===== config.mk =====
export PLATFORM = sky130hd
export DESIGN_NAME = vifc_top
export DESIGN_NICKNAME = d
export VERILOG_FILES = /design/src/pkg/vifc_pkg.sv /design/src/verilog/vifc_top.sv /design/src/verilog/vifc_buf2.sv
export SDC_FILE = /design/constraint.sdc
export NUM_CORES = 1
export LEC_CHECK = 0
export BUFFER_PORTS_ARGS = -buffer_cell sky130_fd_sc_hd__buf_2
export CORE_AREA = 5 5 123 125
export DETAILED_ROUTE_END_ITERATION = 10
export DIE_AREA = 0 0 128 130
export PLACE_DENSITY = 0.8
export SLEW_MARGIN = 20
export SYNTH_ARGS = -nofsm -noshare
export SYNTH_HDL_FRONTEND = slang
export SYNTH_SLANG_ARGS = --single-unit

===== constraint.sdc =====
create_clock -name i_mclk -period 3.55 [get_ports i_mclk]
set_input_delay 0.71 -clock i_mclk [delete_from_list [all_inputs] [get_ports i_mclk]]
set_output_delay 0.71 -clock i_mclk [all_outputs]
set_load 0.01 [all_outputs]

===== src/pkg/vifc_pkg.sv =====
// shared constants and types of the video input front-end control
package vifc_pkg;

    // register offsets
    localparam logic [7:0] VIFC_STATUS_OFS     = 8'h00;
    localparam logic [7:0] VIFC_INFMT_OFS      = 8'h01;
    localparam logic [7:0] VIFC_CONV_IF_OFS    = 8'h1A;

    // status register bit positions
    localparam int VIFC_ST_LUMA_OVF_BIT        = 0;
    localparam int VIFC_ST_CHROMA_OVF_BIT      = 1;
    localparam int VIFC_ST_LINE_FMT_BIT        = 4;
    localparam int VIFC_ST_CLK_SRC_BIT         = 5;

    // input format register fields
    localparam int VIFC_IF_SEL_LSB             = 0;
    localparam int VIFC_IF_AUTO_BIT            = 2;
    localparam int VIFC_IF_MAN_CLK_BIT         = 3;
    localparam int VIFC_IF_FMT_LSB             = 4;

    // reset values
    localparam logic [1:0] VIFC_SEL_RST        = 2'h0;
    localparam logic       VIFC_AUTO_RST       = 1'b1;
    localparam logic       VIFC_MAN_CLK_RST    = 1'b0;
    localparam logic [2:0] VIFC_FMT_NTSC_M     = 3'h1;
    localparam logic [7:0] VIFC_GAIN_TGT_RST   = 8'h38;
    localparam logic [7:0] VIFC_REF_TOP_RST    = 8'h80;

    // line count between 525 and 625 line frames
    localparam logic [9:0] VIFC_LINE_THRESH    = 10'h23F;

    // timing
    localparam int VIFC_CLK_PERIOD_NS          = 10;
    localparam int VIFC_CLAMP_TIME_NS          = 2000;
    localparam int VIFC_BP_DELAY_NS            = 1500;
    localparam int VIFC_CLAMP_CYCLES_I         = (VIFC_CLAMP_TIME_NS / VIFC_CLK_PERIOD_NS < 1) ? 1
                                                 : VIFC_CLAMP_TIME_NS / VIFC_CLK_PERIOD_NS;
    localparam int VIFC_BP_CYCLES_I            = (VIFC_BP_DELAY_NS + VIFC_CLK_PERIOD_NS - 1)
                                                 / VIFC_CLK_PERIOD_NS;
    localparam logic [7:0] VIFC_CLAMP_CYCLES   = 8'(VIFC_CLAMP_CYCLES_I);
    localparam logic [7:0] VIFC_BP_CYCLES      = 8'(VIFC_BP_CYCLES_I);

    typedef struct packed {
        logic [7:0] luma;
        logic [7:0] chroma;
    } vifc_pix_t;

    typedef struct packed {
        logic       reserved;
        logic [2:0] fmt_code;
        logic       man_clk;
        logic       auto_en;
        logic [1:0] sel;
    } vifc_infmt_t;

    typedef struct packed {
        logic clk_src;
        logic line_fmt;
        logic chroma_ovf;
        logic luma_ovf;
    } vifc_status_t;

endpackage


===== src/verilog/vifc_top.sv =====
// video input front-end control: selector, format detect, clocks, clamp, gain loop, decimation
`timescale 1ns/10ps
module vifc_top
    import vifc_pkg::*;
(
    // clock and reset
    input  wire logic       i_mclk,
    input  wire logic       i_resetn,
    // register port
    input  wire logic [7:0] i_reg_addr,
    input  wire logic [7:0] i_reg_wdata,
    input  wire logic       i_reg_wr,
    input  wire logic       i_reg_rd,
    output logic      [7:0] o_reg_rdata,
    // strap
    input  wire logic       i_output_enable_polarity_strap,
    // crystal edge ticks, one pulse per crystal edge
    input  wire logic       i_clock_port_zero_tick,
    input  wire logic       i_clock_port_one_tick,
    output logic            o_clock_port_zero_osc_en,
    output logic            o_clock_port_one_osc_en,
    // analog front-end status and control
    input  wire logic       i_sync_tip,
    input  wire logic       i_frame_start,
    input  wire logic       i_luma_over_range,
    input  wire logic       i_chroma_over_range,
    output logic      [3:0] o_selector_output,
    output logic            o_clamp,
    output logic      [7:0] o_luma_reference_top,
    output logic      [7:0] o_chroma_reference_top,
    output logic      [2:0] o_format_code,
    // double-rate samples in
    input  wire logic       i_sample_valid,
    output logic            o_sample_ready,
    input  wire vifc_pix_t  i_sample,
    // single-rate samples out
    output logic            o_pix_valid,
    input  wire logic       i_pix_ready,
    output vifc_pix_t       o_pix,
    // output clocks and enables
    output logic            o_double_rate_clock,
    output logic            o_single_rate_clock,
    output logic            o_clk_oe,
    output logic            o_pixel_oe,
    output logic            o_sync_oe
);

    typedef enum logic [3:0] {
        VIFC_GL_IDLE = 4'b0001,
        VIFC_GL_SYNC = 4'b0010,
        VIFC_GL_WAIT = 4'b0100,
        VIFC_GL_MEAS = 4'b1000
    } vifc_gl_state_t;

    vifc_infmt_t    infmt_ff;
    logic [7:0]     gain_tgt_ff;
    vifc_status_t   status_ff;
    vifc_status_t   nxt_status;
    logic [7:0]     rdata_ff;
    logic           strap_done_ff;
    logic           strap_hold_ff;
    logic           sync_q_ff;
    logic [9:0]     line_cnt_ff;
    logic [7:0]     clamp_cnt_ff;
    logic [7:0]     bp_cnt_ff;
    vifc_gl_state_t gl_state_ff;
    vifc_gl_state_t nxt_gl_state;
    logic [7:0]     luma_ref_ff;
    logic [7:0]     chroma_ref_ff;
    logic           dbl_clk_ff;
    logic           sgl_clk_ff;
    logic           phase_ff;
    vifc_pix_t      tap1_ff;
    vifc_pix_t      tap2_ff;

    // named decode wires
    logic           wr_status;
    logic           wr_infmt;
    logic           wr_conv;
    logic           line_start;
    logic           sync_end;
    logic           clk_src;
    logic           sel_tick;
    logic           sample_take;
    logic           push_valid;
    logic           push_ready;
    logic           gain_meas;
    logic           back_porch_high;
    logic           back_porch_low;
    vifc_pix_t      filt;
    logic [7:0]     rd_mux;

    // [1 2 1]/4 on the double-rate stream, zero at half the double rate
    function automatic logic [7:0] lpf3(input logic [7:0] a, input logic [7:0] b, input logic [7:0] c);
        logic [9:0] sum;
        sum  = 10'({2'b00, a} + {1'b0, b, 1'b0} + {2'b00, c} + 10'h002);
        lpf3 = sum[9:2];
    endfunction

    function automatic logic [7:0] step_sat(input logic [7:0] v, input logic up, input logic dn);
        step_sat = v;
        if (up && v != 8'hFF) begin
            step_sat = 8'(v + 8'h01);
        end else if (dn && v != 8'h00) begin
            step_sat = 8'(v - 8'h01);
        end
    endfunction

    // register decode
    assign wr_status = i_reg_wr && (i_reg_addr == VIFC_STATUS_OFS);
    assign wr_infmt  = i_reg_wr && (i_reg_addr == VIFC_INFMT_OFS);
    assign wr_conv   = i_reg_wr && (i_reg_addr == VIFC_CONV_IF_OFS);
    assign rd_mux    = (i_reg_addr == VIFC_STATUS_OFS)  ? {2'b00, status_ff.clk_src, status_ff.line_fmt,
                                                           2'b00, status_ff.chroma_ovf, status_ff.luma_ovf} :
                       (i_reg_addr == VIFC_INFMT_OFS)   ? {1'b0, infmt_ff[6:0]} :
                       (i_reg_addr == VIFC_CONV_IF_OFS) ? gain_tgt_ff : 8'h00;

    // clock selection: manual bit when auto detect is off
    assign clk_src = infmt_ff.auto_en ? status_ff.line_fmt : infmt_ff.man_clk;
    assign sel_tick = clk_src ? i_clock_port_one_tick : i_clock_port_zero_tick;

    // sticky flags: a new event wins over a software clear
    always_comb begin
        nxt_status            = status_ff;
        if (wr_status && i_reg_wdata[VIFC_ST_LUMA_OVF_BIT]) begin
            nxt_status.luma_ovf = 1'b0;
        end
        if (wr_status && i_reg_wdata[VIFC_ST_CHROMA_OVF_BIT]) begin
            nxt_status.chroma_ovf = 1'b0;
        end
        if (i_luma_over_range) begin
            nxt_status.luma_ovf = 1'b1;
        end
        if (i_chroma_over_range) begin
            nxt_status.chroma_ovf = 1'b1;
        end
        if (i_frame_start && infmt_ff.auto_en) begin
            nxt_status.line_fmt = (line_cnt_ff > VIFC_LINE_THRESH);
        end
        nxt_status.clk_src = clk_src;
    end

    always_ff @(posedge i_mclk or negedge i_resetn) begin
        if (!i_resetn) begin
            infmt_ff    <= {1'b0, VIFC_FMT_NTSC_M, VIFC_MAN_CLK_RST, VIFC_AUTO_RST, VIFC_SEL_RST};
            gain_tgt_ff <= VIFC_GAIN_TGT_RST;
            status_ff   <= '0;
            rdata_ff    <= 8'h00;
        end else begin
            if (wr_infmt) begin
                infmt_ff <= {1'b0, i_reg_wdata[6:0]};
            end
            if (wr_conv) begin
                gain_tgt_ff <= i_reg_wdata;
            end
            status_ff <= nxt_status;
            if (i_reg_rd) begin
                rdata_ff <= rd_mux;
            end
        end
    end

    // strap is caught on the first edge after release, then held until the next reset
    always_ff @(posedge i_mclk or negedge i_resetn) begin
        if (!i_resetn) begin
            strap_done_ff <= 1'b0;
            strap_hold_ff <= 1'b0;
        end else if (!strap_done_ff) begin
            strap_done_ff <= 1'b1;
            strap_hold_ff <= i_output_enable_polarity_strap;
        end
    end

    // line counting between frame boundaries
    assign line_start = i_sync_tip && !sync_q_ff;
    assign sync_end   = !i_sync_tip && sync_q_ff;

    always_ff @(posedge i_mclk or negedge i_resetn) begin
        if (!i_resetn) begin
            sync_q_ff   <= 1'b0;
            line_cnt_ff <= 10'h000;
        end else begin
            sync_q_ff <= i_sync_tip;
            if (i_frame_start) begin
                line_cnt_ff <= {9'h000, line_start};
            end else if (line_start && line_cnt_ff != 10'h3FF) begin
                line_cnt_ff <= 10'(line_cnt_ff + 10'h001);
            end
        end
    end

    // clamp: limited to the sync tip, reset at every line start
    always_ff @(posedge i_mclk or negedge i_resetn) begin
        if (!i_resetn) begin
            clamp_cnt_ff <= 8'h00;
        end else if (line_start) begin
            clamp_cnt_ff <= VIFC_CLAMP_CYCLES;
        end else if (!i_sync_tip) begin
            clamp_cnt_ff <= 8'h00;
        end else if (clamp_cnt_ff != 8'h00) begin
            clamp_cnt_ff <= 8'(clamp_cnt_ff - 8'h01);
        end
    end
    assign o_clamp = sync_q_ff && (clamp_cnt_ff != 8'h00);

    // gain loop: one reference step per line, taken on the back porch
    assign gain_meas       = (gl_state_ff == VIFC_GL_MEAS) && sample_take;
    assign back_porch_high = gain_meas && (i_sample.luma > gain_tgt_ff);
    assign back_porch_low  = gain_meas && (i_sample.luma < gain_tgt_ff);

    always_comb begin
        nxt_gl_state = gl_state_ff;
        unique case (gl_state_ff)
            VIFC_GL_IDLE: begin
                if (line_start) begin
                    nxt_gl_state = VIFC_GL_SYNC;
                end
            end
            VIFC_GL_SYNC: begin
                if (sync_end) begin
                    nxt_gl_state = VIFC_GL_WAIT;
                end
            end
            VIFC_GL_WAIT: begin
                if (line_start) begin
                    nxt_gl_state = VIFC_GL_SYNC;
                end else if (bp_cnt_ff == 8'h00) begin
                    nxt_gl_state = VIFC_GL_MEAS;
                end
            end
            VIFC_GL_MEAS: begin
                if (line_start) begin
                    nxt_gl_state = VIFC_GL_SYNC;
                end else if (sample_take) begin
                    nxt_gl_state = VIFC_GL_IDLE;
                end
            end
            default: begin
                nxt_gl_state = VIFC_GL_IDLE;
            end
        endcase
    end

    always_ff @(posedge i_mclk or negedge i_resetn) begin
        if (!i_resetn) begin
            gl_state_ff   <= VIFC_GL_IDLE;
            bp_cnt_ff     <= 8'h00;
            luma_ref_ff   <= VIFC_REF_TOP_RST;
            chroma_ref_ff <= VIFC_REF_TOP_RST;
        end else begin
            gl_state_ff <= nxt_gl_state;
            bp_cnt_ff   <= (gl_state_ff == VIFC_GL_SYNC) ? VIFC_BP_CYCLES :
                           (bp_cnt_ff != 8'h00) ? 8'(bp_cnt_ff - 8'h01) : 8'h00;
            // a high back porch code means too much gain: raise the ladder top
            luma_ref_ff   <= step_sat(luma_ref_ff, back_porch_high, back_porch_low);
            chroma_ref_ff <= step_sat(chroma_ref_ff, back_porch_high, back_porch_low);
        end
    end

    // output clocks from the selected crystal edges
    always_ff @(posedge i_mclk or negedge i_resetn) begin
        if (!i_resetn) begin
            dbl_clk_ff <= 1'b0;
            sgl_clk_ff <= 1'b0;
        end else if (sel_tick) begin
            dbl_clk_ff <= !dbl_clk_ff;
            if (!dbl_clk_ff) begin
                sgl_clk_ff <= !sgl_clk_ff;
            end
        end
    end

    // filter and decimate by two; the sample source stalls while the buffer is full
    assign sample_take = i_sample_valid && push_ready;
    assign push_valid  = i_sample_valid && phase_ff;
    assign filt.luma   = lpf3(i_sample.luma, tap1_ff.luma, tap2_ff.luma);
    assign filt.chroma = lpf3(i_sample.chroma, tap1_ff.chroma, tap2_ff.chroma);

    always_ff @(posedge i_mclk or negedge i_resetn) begin
        if (!i_resetn) begin
            phase_ff <= 1'b0;
            tap1_ff  <= '0;
            tap2_ff  <= '0;
        end else if (sample_take) begin
            phase_ff <= !phase_ff;
            tap1_ff  <= i_sample;
            tap2_ff  <= tap1_ff;
        end
    end

    vifc_buf2 #(
        .WIDTH ($bits(vifc_pix_t)),
        .DEPTH (2)
    ) u_buf (
        .i_mclk      (i_mclk),
        .i_resetn    (i_resetn),
        .i_in_valid  (push_valid),
        .o_in_ready  (push_ready),
        .i_in_data   (filt),
        .o_out_valid (o_pix_valid),
        .i_out_ready (i_pix_ready),
        .o_out_data  (o_pix)
    );

    // outputs
    assign o_sample_ready           = push_ready;
    assign o_reg_rdata              = rdata_ff;
    assign o_selector_output        = 4'h1 << infmt_ff.sel;
    assign o_clock_port_zero_osc_en = !clk_src;
    assign o_clock_port_one_osc_en  = clk_src;
    assign o_luma_reference_top     = luma_ref_ff;
    assign o_chroma_reference_top   = chroma_ref_ff;
    assign o_format_code            = infmt_ff.fmt_code;
    assign o_double_rate_clock      = dbl_clk_ff;
    assign o_single_rate_clock      = sgl_clk_ff;
    assign o_clk_oe                 = strap_done_ff && !strap_hold_ff;
    assign o_pixel_oe               = strap_done_ff && !strap_hold_ff;
    assign o_sync_oe                = strap_done_ff && !strap_hold_ff;

    sel_onehot_a: assert property (@(posedge i_mclk) disable iff (!i_resetn)
        $onehot(o_selector_output) && o_selector_output[infmt_ff.sel]) else $error("selector not one-hot");
    clk_source_a: assert property (@(posedge i_mclk) disable iff (!i_resetn)
        infmt_ff.auto_en |-> (o_clock_port_one_osc_en == status_ff.line_fmt)) else $error("wrong clock source");
    fmt_frame_a: assert property (@(posedge i_mclk) disable iff (!i_resetn)
        $changed(status_ff.line_fmt) |-> $past(i_frame_start)) else $error("format flag moved mid-frame");
    luma_ovf_a: assert property (@(posedge i_mclk) disable iff (!i_resetn)
        i_luma_over_range |=> status_ff.luma_ovf) else $error("luma overflow not flagged");
    clamp_tip_a: assert property (@(posedge i_mclk) disable iff (!i_resetn)
        $rose(sync_q_ff) |-> o_clamp) else $error("no clamp at sync tip");
    clamp_bound_a: assert property (@(posedge i_mclk) disable iff (!i_resetn)
        o_clamp |-> i_sync_tip || !sync_q_ff || $past(sync_q_ff)) else $error("clamp outside sync tip");
    osc_off_a: assert property (@(posedge i_mclk) disable iff (!i_resetn)
        o_clock_port_zero_osc_en != o_clock_port_one_osc_en
        && status_ff.clk_src == $past(o_clock_port_one_osc_en)) else $error("oscillator enable or source status wrong");
    gain_up_a: assert property (@(posedge i_mclk) disable iff (!i_resetn)
        back_porch_high && luma_ref_ff != 8'hFF |=> luma_ref_ff == $past(luma_ref_ff) + 8'h01)
        else $error("gain loop did not step");
    dbl_clk_a: assert property (@(posedge i_mclk) disable iff (!i_resetn)
        sel_tick ##1 sel_tick |=> o_single_rate_clock != $past(o_single_rate_clock, 2)
        || o_double_rate_clock != $past(o_double_rate_clock, 2)) else $error("clock divider stuck");
    strap_oe_a: assert property (@(posedge i_mclk) disable iff (!i_resetn)
        strap_hold_ff |-> !o_clk_oe && !o_pixel_oe && !o_sync_oe) else $error("outputs driven with strap high");
    decim_a: assert property (@(posedge i_mclk) disable iff (!i_resetn)
        sample_take ##1 sample_take[*1] |-> phase_ff != $past(phase_ff)) else $error("decimation phase stuck");

endmodule


===== src/verilog/vifc_buf2.sv =====
// two-entry buffer with valid/ready on both sides
`timescale 1ns/10ps
module vifc_buf2
    import vifc_pkg::*;
#(
    parameter int WIDTH = 16,
    parameter int DEPTH = 2
) (
    // clock and reset
    input  wire logic             i_mclk,
    input  wire logic             i_resetn,
    // fill side
    input  wire logic             i_in_valid,
    output logic                  o_in_ready,
    input  wire logic [WIDTH-1:0] i_in_data,
    // drain side
    output logic                  o_out_valid,
    input  wire logic             i_out_ready,
    output logic      [WIDTH-1:0] o_out_data
);

    localparam int PW = (DEPTH > 1) ? $clog2(DEPTH) : 1;
    localparam int CW = $clog2(DEPTH + 1);

    logic [WIDTH-1:0] mem_ff [DEPTH];
    logic [PW-1:0]    wr_ptr_ff;
    logic [PW-1:0]    rd_ptr_ff;
    logic [CW-1:0]    count_ff;
    logic             push;
    logic             pop;

    function automatic logic [PW-1:0] ptr_inc(input logic [PW-1:0] p);
        ptr_inc = (p == PW'(DEPTH - 1)) ? '0 : PW'(p + 1'b1);
    endfunction

    assign o_in_ready  = (count_ff != CW'(DEPTH));
    assign o_out_valid = (count_ff != '0);
    assign push        = i_in_valid && o_in_ready;
    assign pop         = o_out_valid && i_out_ready;
    assign o_out_data  = mem_ff[rd_ptr_ff];

    always_ff @(posedge i_mclk or negedge i_resetn) begin
        if (!i_resetn) begin
            wr_ptr_ff <= '0;
            rd_ptr_ff <= '0;
            count_ff  <= '0;
            for (int i = 0; i < DEPTH; i++) begin
                mem_ff[i] <= '0;
            end
        end else begin
            if (push) begin
                mem_ff[wr_ptr_ff] <= i_in_data;
                wr_ptr_ff         <= ptr_inc(wr_ptr_ff);
            end
            if (pop) begin
                rd_ptr_ff <= ptr_inc(rd_ptr_ff);
            end
            if (push && !pop) begin
                count_ff <= CW'(count_ff + 1'b1);
            end else if (pop && !push) begin
                count_ff <= CW'(count_ff - 1'b1);
            end
        end
    end

endmodule


==> impl_metrics.py, run 1 <==
metrics = {
    "setup_path": {
        "crit-reg2reg-launch": "gain_tgt_ff[5]",
        "crit_fanout": 7,
        "critPathCaptureType": "register",
        "reg2reg_depth": 13,
        "start_kind": "register",
        "criticalPathCategory": "reg2reg",
        "arrival_ns": 3.66,
        "critPathLaunch": "gain_tgt_ff[5]",
        "worstPathRequired_ns": 3.89,
    },
    "power": {
        "p_seq_share_pct": 35.9,
        "power_frac_comb_pct": 40.3,
        "power.share.clock_pct": 23.8,
        "power_density_nw_per_um2": 768,
        "netSwitchingFraction_pct": 36.2,
        "p_int_mw": 4.55,
        "p_sw_mw": 2.58,
        "ir_worst_vdd_uv": 340,
        "leakagePower_nw": 4.49,
    },
    "synth": {
        "synth_cell_types": 60,
        "seq_area_frac_synth_pct": 46.0,
        "syn_area_per_cell_um2": 10.6,
        "postSynthNetCount": 863,
        "yosysWarnings": 0,
        "synth_edf_count": 0,
        "synthArstFlopShare_pct": 100,
        "ys.flop_type": "dfrtp_1",
        "synth_seq_cells": 147,
        "synth_area_um2": 8020,
        "synth_cells": 759,
    },
    "detailed_routing": {
        "drt-total-wl_um": 16300,
        "antenna_left": 0,
        "first_pass_iters": 6,
        "wl_per_cell_um": 15.4,
        "drt-initial-drc-count": 400,
        "viasPerCell": 5.45,
        "vias": 5776,
        "drc": 0,
    },
    "timing": {
        "tightest_slew_ns": 0.800,
        "min_period_over_period_pct": 93.5,
        "skew_ns": 0.0108,
        "maxSlewViolCount": 0,
        "final_hold_viol_count": 0,
        "fmax_ghz": 0.301,
        "post-route-min-period_ns": 3.32,
        "setup_violations": 0,
        "setup_tns_ns": 0,
        "timing.final.ws_setup_ns": 0.232,
        "relSlewSlack_pct": 46.7,
    },
    "layout": {
        "area_delta_synth_final_pct": 15.8,
        "fin_nets": 969,
        "drive_gt1_share_pct": 27.6,
        "layout_commonest_cell": "dfrtp_1",
        "final_cell_mix": "dfrtp_1 (139), nand2_1 (111), buf_2 (100), mux2_2 (73), nor2_1 (60)",
        "fin_util_pct": 67.4,
    },
    "global_routing": {
        "grt_max_degree": 87,
        "grt_pass1_wl_um": 28300,
        "grt_pass1_vias": 5979,
        "grt.total_usage_pct": 21.2,
        "grt_overflow_total": 0,
        "antenna_found_initial": 1,
    },
    "placed_design": {
        "dpl.hpwl_um": 11800,
        "portBuffers": 101,
        "post-place-ws_ns": -0.0656,
        "gp_congestion": 0.872,
    },
    "clock_tree": {
        "root_buffer": "clkbuf_16",
        "cts_hold_buf": 0,
        "clock_latency_ns": 0.42,
        "cts_sinks": 147,
        "clk_pin_slew_ns": 0.06,
        "cts_buffers": 17,
        "cts_buffer_depth": 2,
        "cts_tree": "yes",
        "htreeDepth": 4,
    },
    "run": {
        "max-cap-violations": 0,
    },
    "die": {
        "fp.dieW_um": 128,
        "io-pin-count": 102,
        "floorplan.initialDensity_pct": 58.2,
        "num_rows": 43,
        "die_area_um2": 16600,
        "core-area_um2": 13800,
        "fp.dieH_um": 130,
    },
    "min_path": {
        "min_path_type": "in2async",
    },
    "status": {
        "outcome": "complete, no violations",
    },
}
[synthesized netlist by cell type (2+ instances only)]
cell type | number | area [µm²]
and2b_1 | 2 | 15.0
a21oi_1 | 30 | 150
ha_1 | 45 | 563
nand2b_1 | 5 | 31.3
buf_4 | 6 | 45.0
or3_1 | 4 | 25.0
a211oi_1 | 6 | 45.0
xor2_1 | 15 | 131
nor4_1 | 6 | 37.5
nor2b_1 | 8 | 50.1
o21ai_0 | 29 | 145
nor2_2 | 3 | 18.8
a211oi_2 | 2 | 25.0
and3_1 | 3 | 18.8
or4_1 | 3 | 22.5
mux2_2 | 73 | 822
o21bai_1 | 5 | 37.5
or2_2 | 4 | 25.0
o22ai_1 | 2 | 12.5
nor2_1 | 61 | 229
a21o_1 | 9 | 67.6
o211ai_1 | 3 | 22.5
a22oi_1 | 8 | 60.1
and2_1 | 7 | 43.8
nand3_1 | 13 | 65.1
o21a_1 | 3 | 22.5
nand3b_1 | 2 | 15.0
buf_2 | 4 | 20.0
dfrtp_1 | 139 | 3480
inv_1 | 34 | 128
dfstp_2 | 8 | 210
clkbuf_1 | 10 | 37.5
xnor2_1 | 32 | 280
nand2_1 | 111 | 417
mux2i_1 | 7 | 70.1
a31o_2 | 2 | 17.5
nand4_1 | 9 | 56.3
fa_1 | 14 | 280
nor4b_4 | 2 | 47.6
nor3_1 | 10 | 50.1
[kinds of logic after synthesis]
family / Yosys count / synth area share, %
DFF: 147 / 46.0
and+or+nand+nor: 260 / 15.4
adders and majority gates: 59 / 10.5
other: 1 / 0.0467
muxes: 80 / 11.1
xor gates and xnor gates: 47 / 5.13
buffers and inverters: 56 / 3.01
AOI/OAI and AO/OA: 109 / 8.81
[per-layer routing]
layer | track usage (%) | vias up | part of all wire, %
met5 | 0 | - | 0
met4 | 6.43 | 0 | 1.5
met3 | 4.46 | 17 | 4.0
met2 | 35.2 | 109 | 50
met1 | 28.3 | 2817 | 44
li1 | - | 2833 | -
[worst max-delay path, cell delays in order, from the launching register on]
cell and delay [ns]:
dfstp_2 0.54, inv_1 0.04, ha_1 0.28, a211oi_1 0.21, nor2_1 0.10, nor2_2 0.26, a211oi_2 0.13, inv_1 0.21
ha_1 0.27, a21oi_1 0.21, o211ai_1 0.15, o41ai_1 0.40, mux2i_1 0.29, xnor2_1 0.14
[area by class of cell]
| cell class | count | area, µm² |
|---|---|---|
| inverter | 34 | 128 |
| timing repair buffer | 109 | 584 |
| sequential | 147 | 3690 |
| clock inverter | 12 | 108 |
| fill | 1081 | 4490 |
| tap | 180 | 225 |
| multi-input combinational | 556 | 4100 |
| clock buffer | 20 | 457 |
| antenna | 1 | 2.50 |
[sequential cells by signal, summed over array words and instances, names as in the netlist, 2 cells and up]
name,count
line_cnt_ff,10
o_format_code,3
bp_cnt_ff,8
o_reg_rdata,8
o_chroma_reference_top,8
infmt_ff,4
tap2_ff,16
clamp_cnt_ff,8
gl_state_ff,4
tap1_ff,16
gain_tgt_ff,8
o_luma_reference_top,8
status_ff,4
u_buf.mem_ff,32
u_buf.count_ff,2
[power groups by stage]
stage	registers, mW	clock network, mW	logic, mW
finish	2.56	1.70	2.88
global placement	2.56	0	2.76
CTS	2.56	1.73	2.90
global route	2.63	1.82	3.25
floorplan	2.46	0	2.23
detailed placement	2.59	0	2.86
[metrics by stage]
| step | instances | hold WS (ns) | power, mW | instance area [µm²] |
|---|---|---|---|---|
| 2_1_floorplan | 759 | 0.414 | 4.68 | 8020 |
| 3_3_place_gp | 1026 | 0.450 | 5.32 | 8720 |
| 3_5_place_dp | 1026 | 0.451 | 5.44 | 8720 |
| 4_1_cts | 1058 | 0.378 | 7.20 | 9280 |
| 5_1_grt | 1059 | 0.407 | 7.71 | 9290 |
| 6_report | 1059 | 0.343 | 7.13 | 9290 |
[final timing paths]
path | end | slack [ns]
max | o_luma_reference_top[7] | 0.23
min | u_buf.mem_ff[20] | 0.34
max reg2reg | o_luma_reference_top[7] | 0.23
min reg2reg | o_single_rate_clock | 0.46
max in group asynchronous | tap2_ff[0] | 2.39
min in group i_mclk | o_single_rate_clock | 0.46
[repair_timing]
| item | 4_1_cts | 5_1_grt |
|---|---|---|
| setup buffers | 0 | 0 |
| setup endpoints to repair | 0 | 2 |
| gates resized for setup | 0 | 1 |
Power figures use the tool's default switching activity.
==> run 2, diff against run 1 <==
- CORE_AREA: 5 5 123 125 -> 5 5 122 124
- CTS_BUF_LIST: unset -> sky130_fd_sc_hd__clkbuf_4 sky130_fd_sc_hd__clkbuf_8
- DIE_AREA: 0 0 128 130 -> 0 0 127 129
- PLACE_DENSITY: 0.8 -> 0.81
==> impl_metrics.py, run 2 (synthesis gave the netlist of run 1 again) <==
metrics = {
    "clock_tree": {
        "cts_sinks": 147,
        "htreeDepth": 4,
        "clock_latency_ns": 0.46,
        "root_buffer": "clkbuf_8",
        "cts_buffer_depth": 2,
        "clk_pin_slew_ns": 0.08,
        "cts_buffers": 17,
        "cts_tree": "yes",
    },
    "layout": {
        "nFillCells": 1084,
        "final_cell_mix": "dfrtp_1 (139), nand2_1 (111), buf_2 (100), mux2_2 (73), nor2_1 (60)",
        "final_cell_area_um2": 9080,
        "fin_nets": 970,
        "diodes": 0,
        "layout_commonest_cell": "dfrtp_1",
        "largest_reg_flops": 32,
        "regMostFlops": "u_buf.mem_ff",
        "top_regs": "u_buf.mem_ff x32, tap1_ff x16, tap2_ff x16",
        "drive_gt1_share_pct": 27.8,
        "area_delta_synth_final_pct": 13.2,
    },
    "detailed_routing": {
        "routed-wl-met2_um": 7820,
        "wl_per_cell_um": 15.1,
        "vias": 5741,
        "drc": 0,
        "antenna_left": 0,
        "drt-total-wl_um": 16000,
        "first_pass_iters": 6,
        "viasPerCell": 5.42,
        "wl_met1_um": 7350,
        "highest_layer": "met4",
        "drt-initial-drc-count": 312,
        "wl_met3_um": 627,
    },
    "timing": {
        "tightest_slew_ns": 0.811,
        "maxSlewViolCount": 0,
        "whs_ns": 0.260,
        "min_period_over_period_pct": 91.2,
        "fmax_ghz": 0.309,
        "setup_violations": 0,
        "rsz0062_at_grt": "false",
        "post-route-min-period_ns": 3.24,
        "relSlewSlack_pct": 45.9,
        "final_hold_viol_count": 0,
        "skew_ns": 0.0168,
    },
    "setup_path": {
        "cp_slowest_cell": "dfstp_2",
        "arrival_ns": 3.58,
        "worstPathRequired_ns": 3.89,
        "cpPeakStageDelay_ns": 0.55,
        "criticalPathCategory": "reg2reg",
        "crit_family": "compound AO/OA/AOI/OAI gates",
        "crit_fanout": 4,
        "worstPathCellList": "inv_1 -> ha_1 -> nand4_1 -> a21o_1 -> a211oi_2 -> inv_1 -> fa_1 -> a21o_1 -> a21oi_1 -> o21bai_1 -> a21oi_1 -> xnor2_1 -> mux2_2",
        "regToRegSetupSlack_ns": 0.31,
        "reg2reg_depth": 13,
        "critPathCaptureType": "register",
        "start_kind": "register",
        "crit-reg2reg-launch": "gain_tgt_ff[5]",
        "crit_buf_inv": 2,
        "r2r_end": "o_chroma_reference_top[6]",
    },
    "die": {
        "fp.dieW_um": 127,
        "core-area_um2": 13700,
        "io-pin-count": 102,
        "fp.dieH_um": 129,
        "floorplan.initialDensity_pct": 58.7,
        "num_rows": 43,
        "die_area_um2": 16400,
    },
    "placed_design": {
        "gp_congestion": 0.835,
        "dpl.hpwl_um": 11900,
        "portBuffers": 101,
        "placed_area_um2": 8730,
    },
    "run": {
        "max-cap-violations": 0,
    },
    "power": {
        "ir_worst_vdd_uv": 304,
        "power_density_nw_per_um2": 727,
        "leakagePower_nw": 4.41,
    },
    "global_routing": {
        "grt_pass1_wl_um": 27700,
        "grt_overflow_total": 0,
        "antenna_found_initial": 0,
        "grt.total_usage_pct": 21.0,
        "grt_pass1_vias": 5729,
        "grt_max_degree": 79,
    },
    "min_path": {
        "min_path_type": "in2async",
    },
    "status": {
        "outcome": "complete, no violations",
    },
}
## run 2: power by group
group / switching [mW] / internal [mW] / leakage, nW
Combinational: 1.49 / 1.38 / 2.39
Clock: 0.618 / 0.556 / 0.182
Sequential: 0.392 / 2.16 / 1.84
## run 2: final cells by class
class	instances	area [µm²]	area share [%]
timing repair buffer	110	592	6.52
sequential	147	3690	40.6
clock inverter	9	56.3	0.620
inverter	34	128	1.41
clock buffer	23	298	3.28
tap	180	225	2.48
multi-input combinational	556	4100	45.1
## run 2: worst max path at each step
stage                                      to           start  cells past startpoint  slack [ns]
finish              o_chroma_reference_top[6]  gain_tgt_ff[5]                     13        0.31
global route          o_luma_reference_top[7]  gain_tgt_ff[5]                     13        0.06
floorplan           o_chroma_reference_top[6]     i_sample[9]                     13        0.26
global placement    o_chroma_reference_top[6]     i_sample[9]                     14        0.07
CTS                   o_luma_reference_top[7]  gain_tgt_ff[5]                     13        0.21
detailed placement    o_luma_reference_top[7]    i_sample[13]                     13       -0.07
## run 2: worst register-to-register path: cells and delay by family, from the launching register on
kind                     cells  cell delay, ns
AO/OA/AOI/OAI                6            1.21
adder cells (fa/ha/maj)      2            0.69
flip-flops                   1            0.55
multiplexers                 1            0.25
buffers and inverters        2            0.20
AND/OR/NAND/NOR              1            0.14
XOR/XNOR                     1            0.08
## run 2: through the flow
stage               util, %  cells  TNS, ns  worst slack [ns]  total power, mW
finish                 66.5   1059        0             0.313             6.60
global route           66.5   1059        0            0.0603             7.20
CTS                    66.4   1059        0             0.206             6.67
detailed placement     63.9   1027   -0.112           -0.0693             5.47
global placement       63.9   1027        0            0.0697             5.33
floorplan                 -    759        0             0.255             4.68
## run 2: layer usage
layer	global-route usage, %	vias to the layer above
li1	-	2828
met5	0	-
met4	6.62	0
met2	33.2	110
met3	4.86	25
met1	29.1	2778
## run 2: timing repair
item | 4_1_cts | 5_1_grt
setup buffers | 0 | 0
endpoints found under the setup margin | 0 | 2
hold buffers | 0 | 0
gates resized for setup | 0 | 1
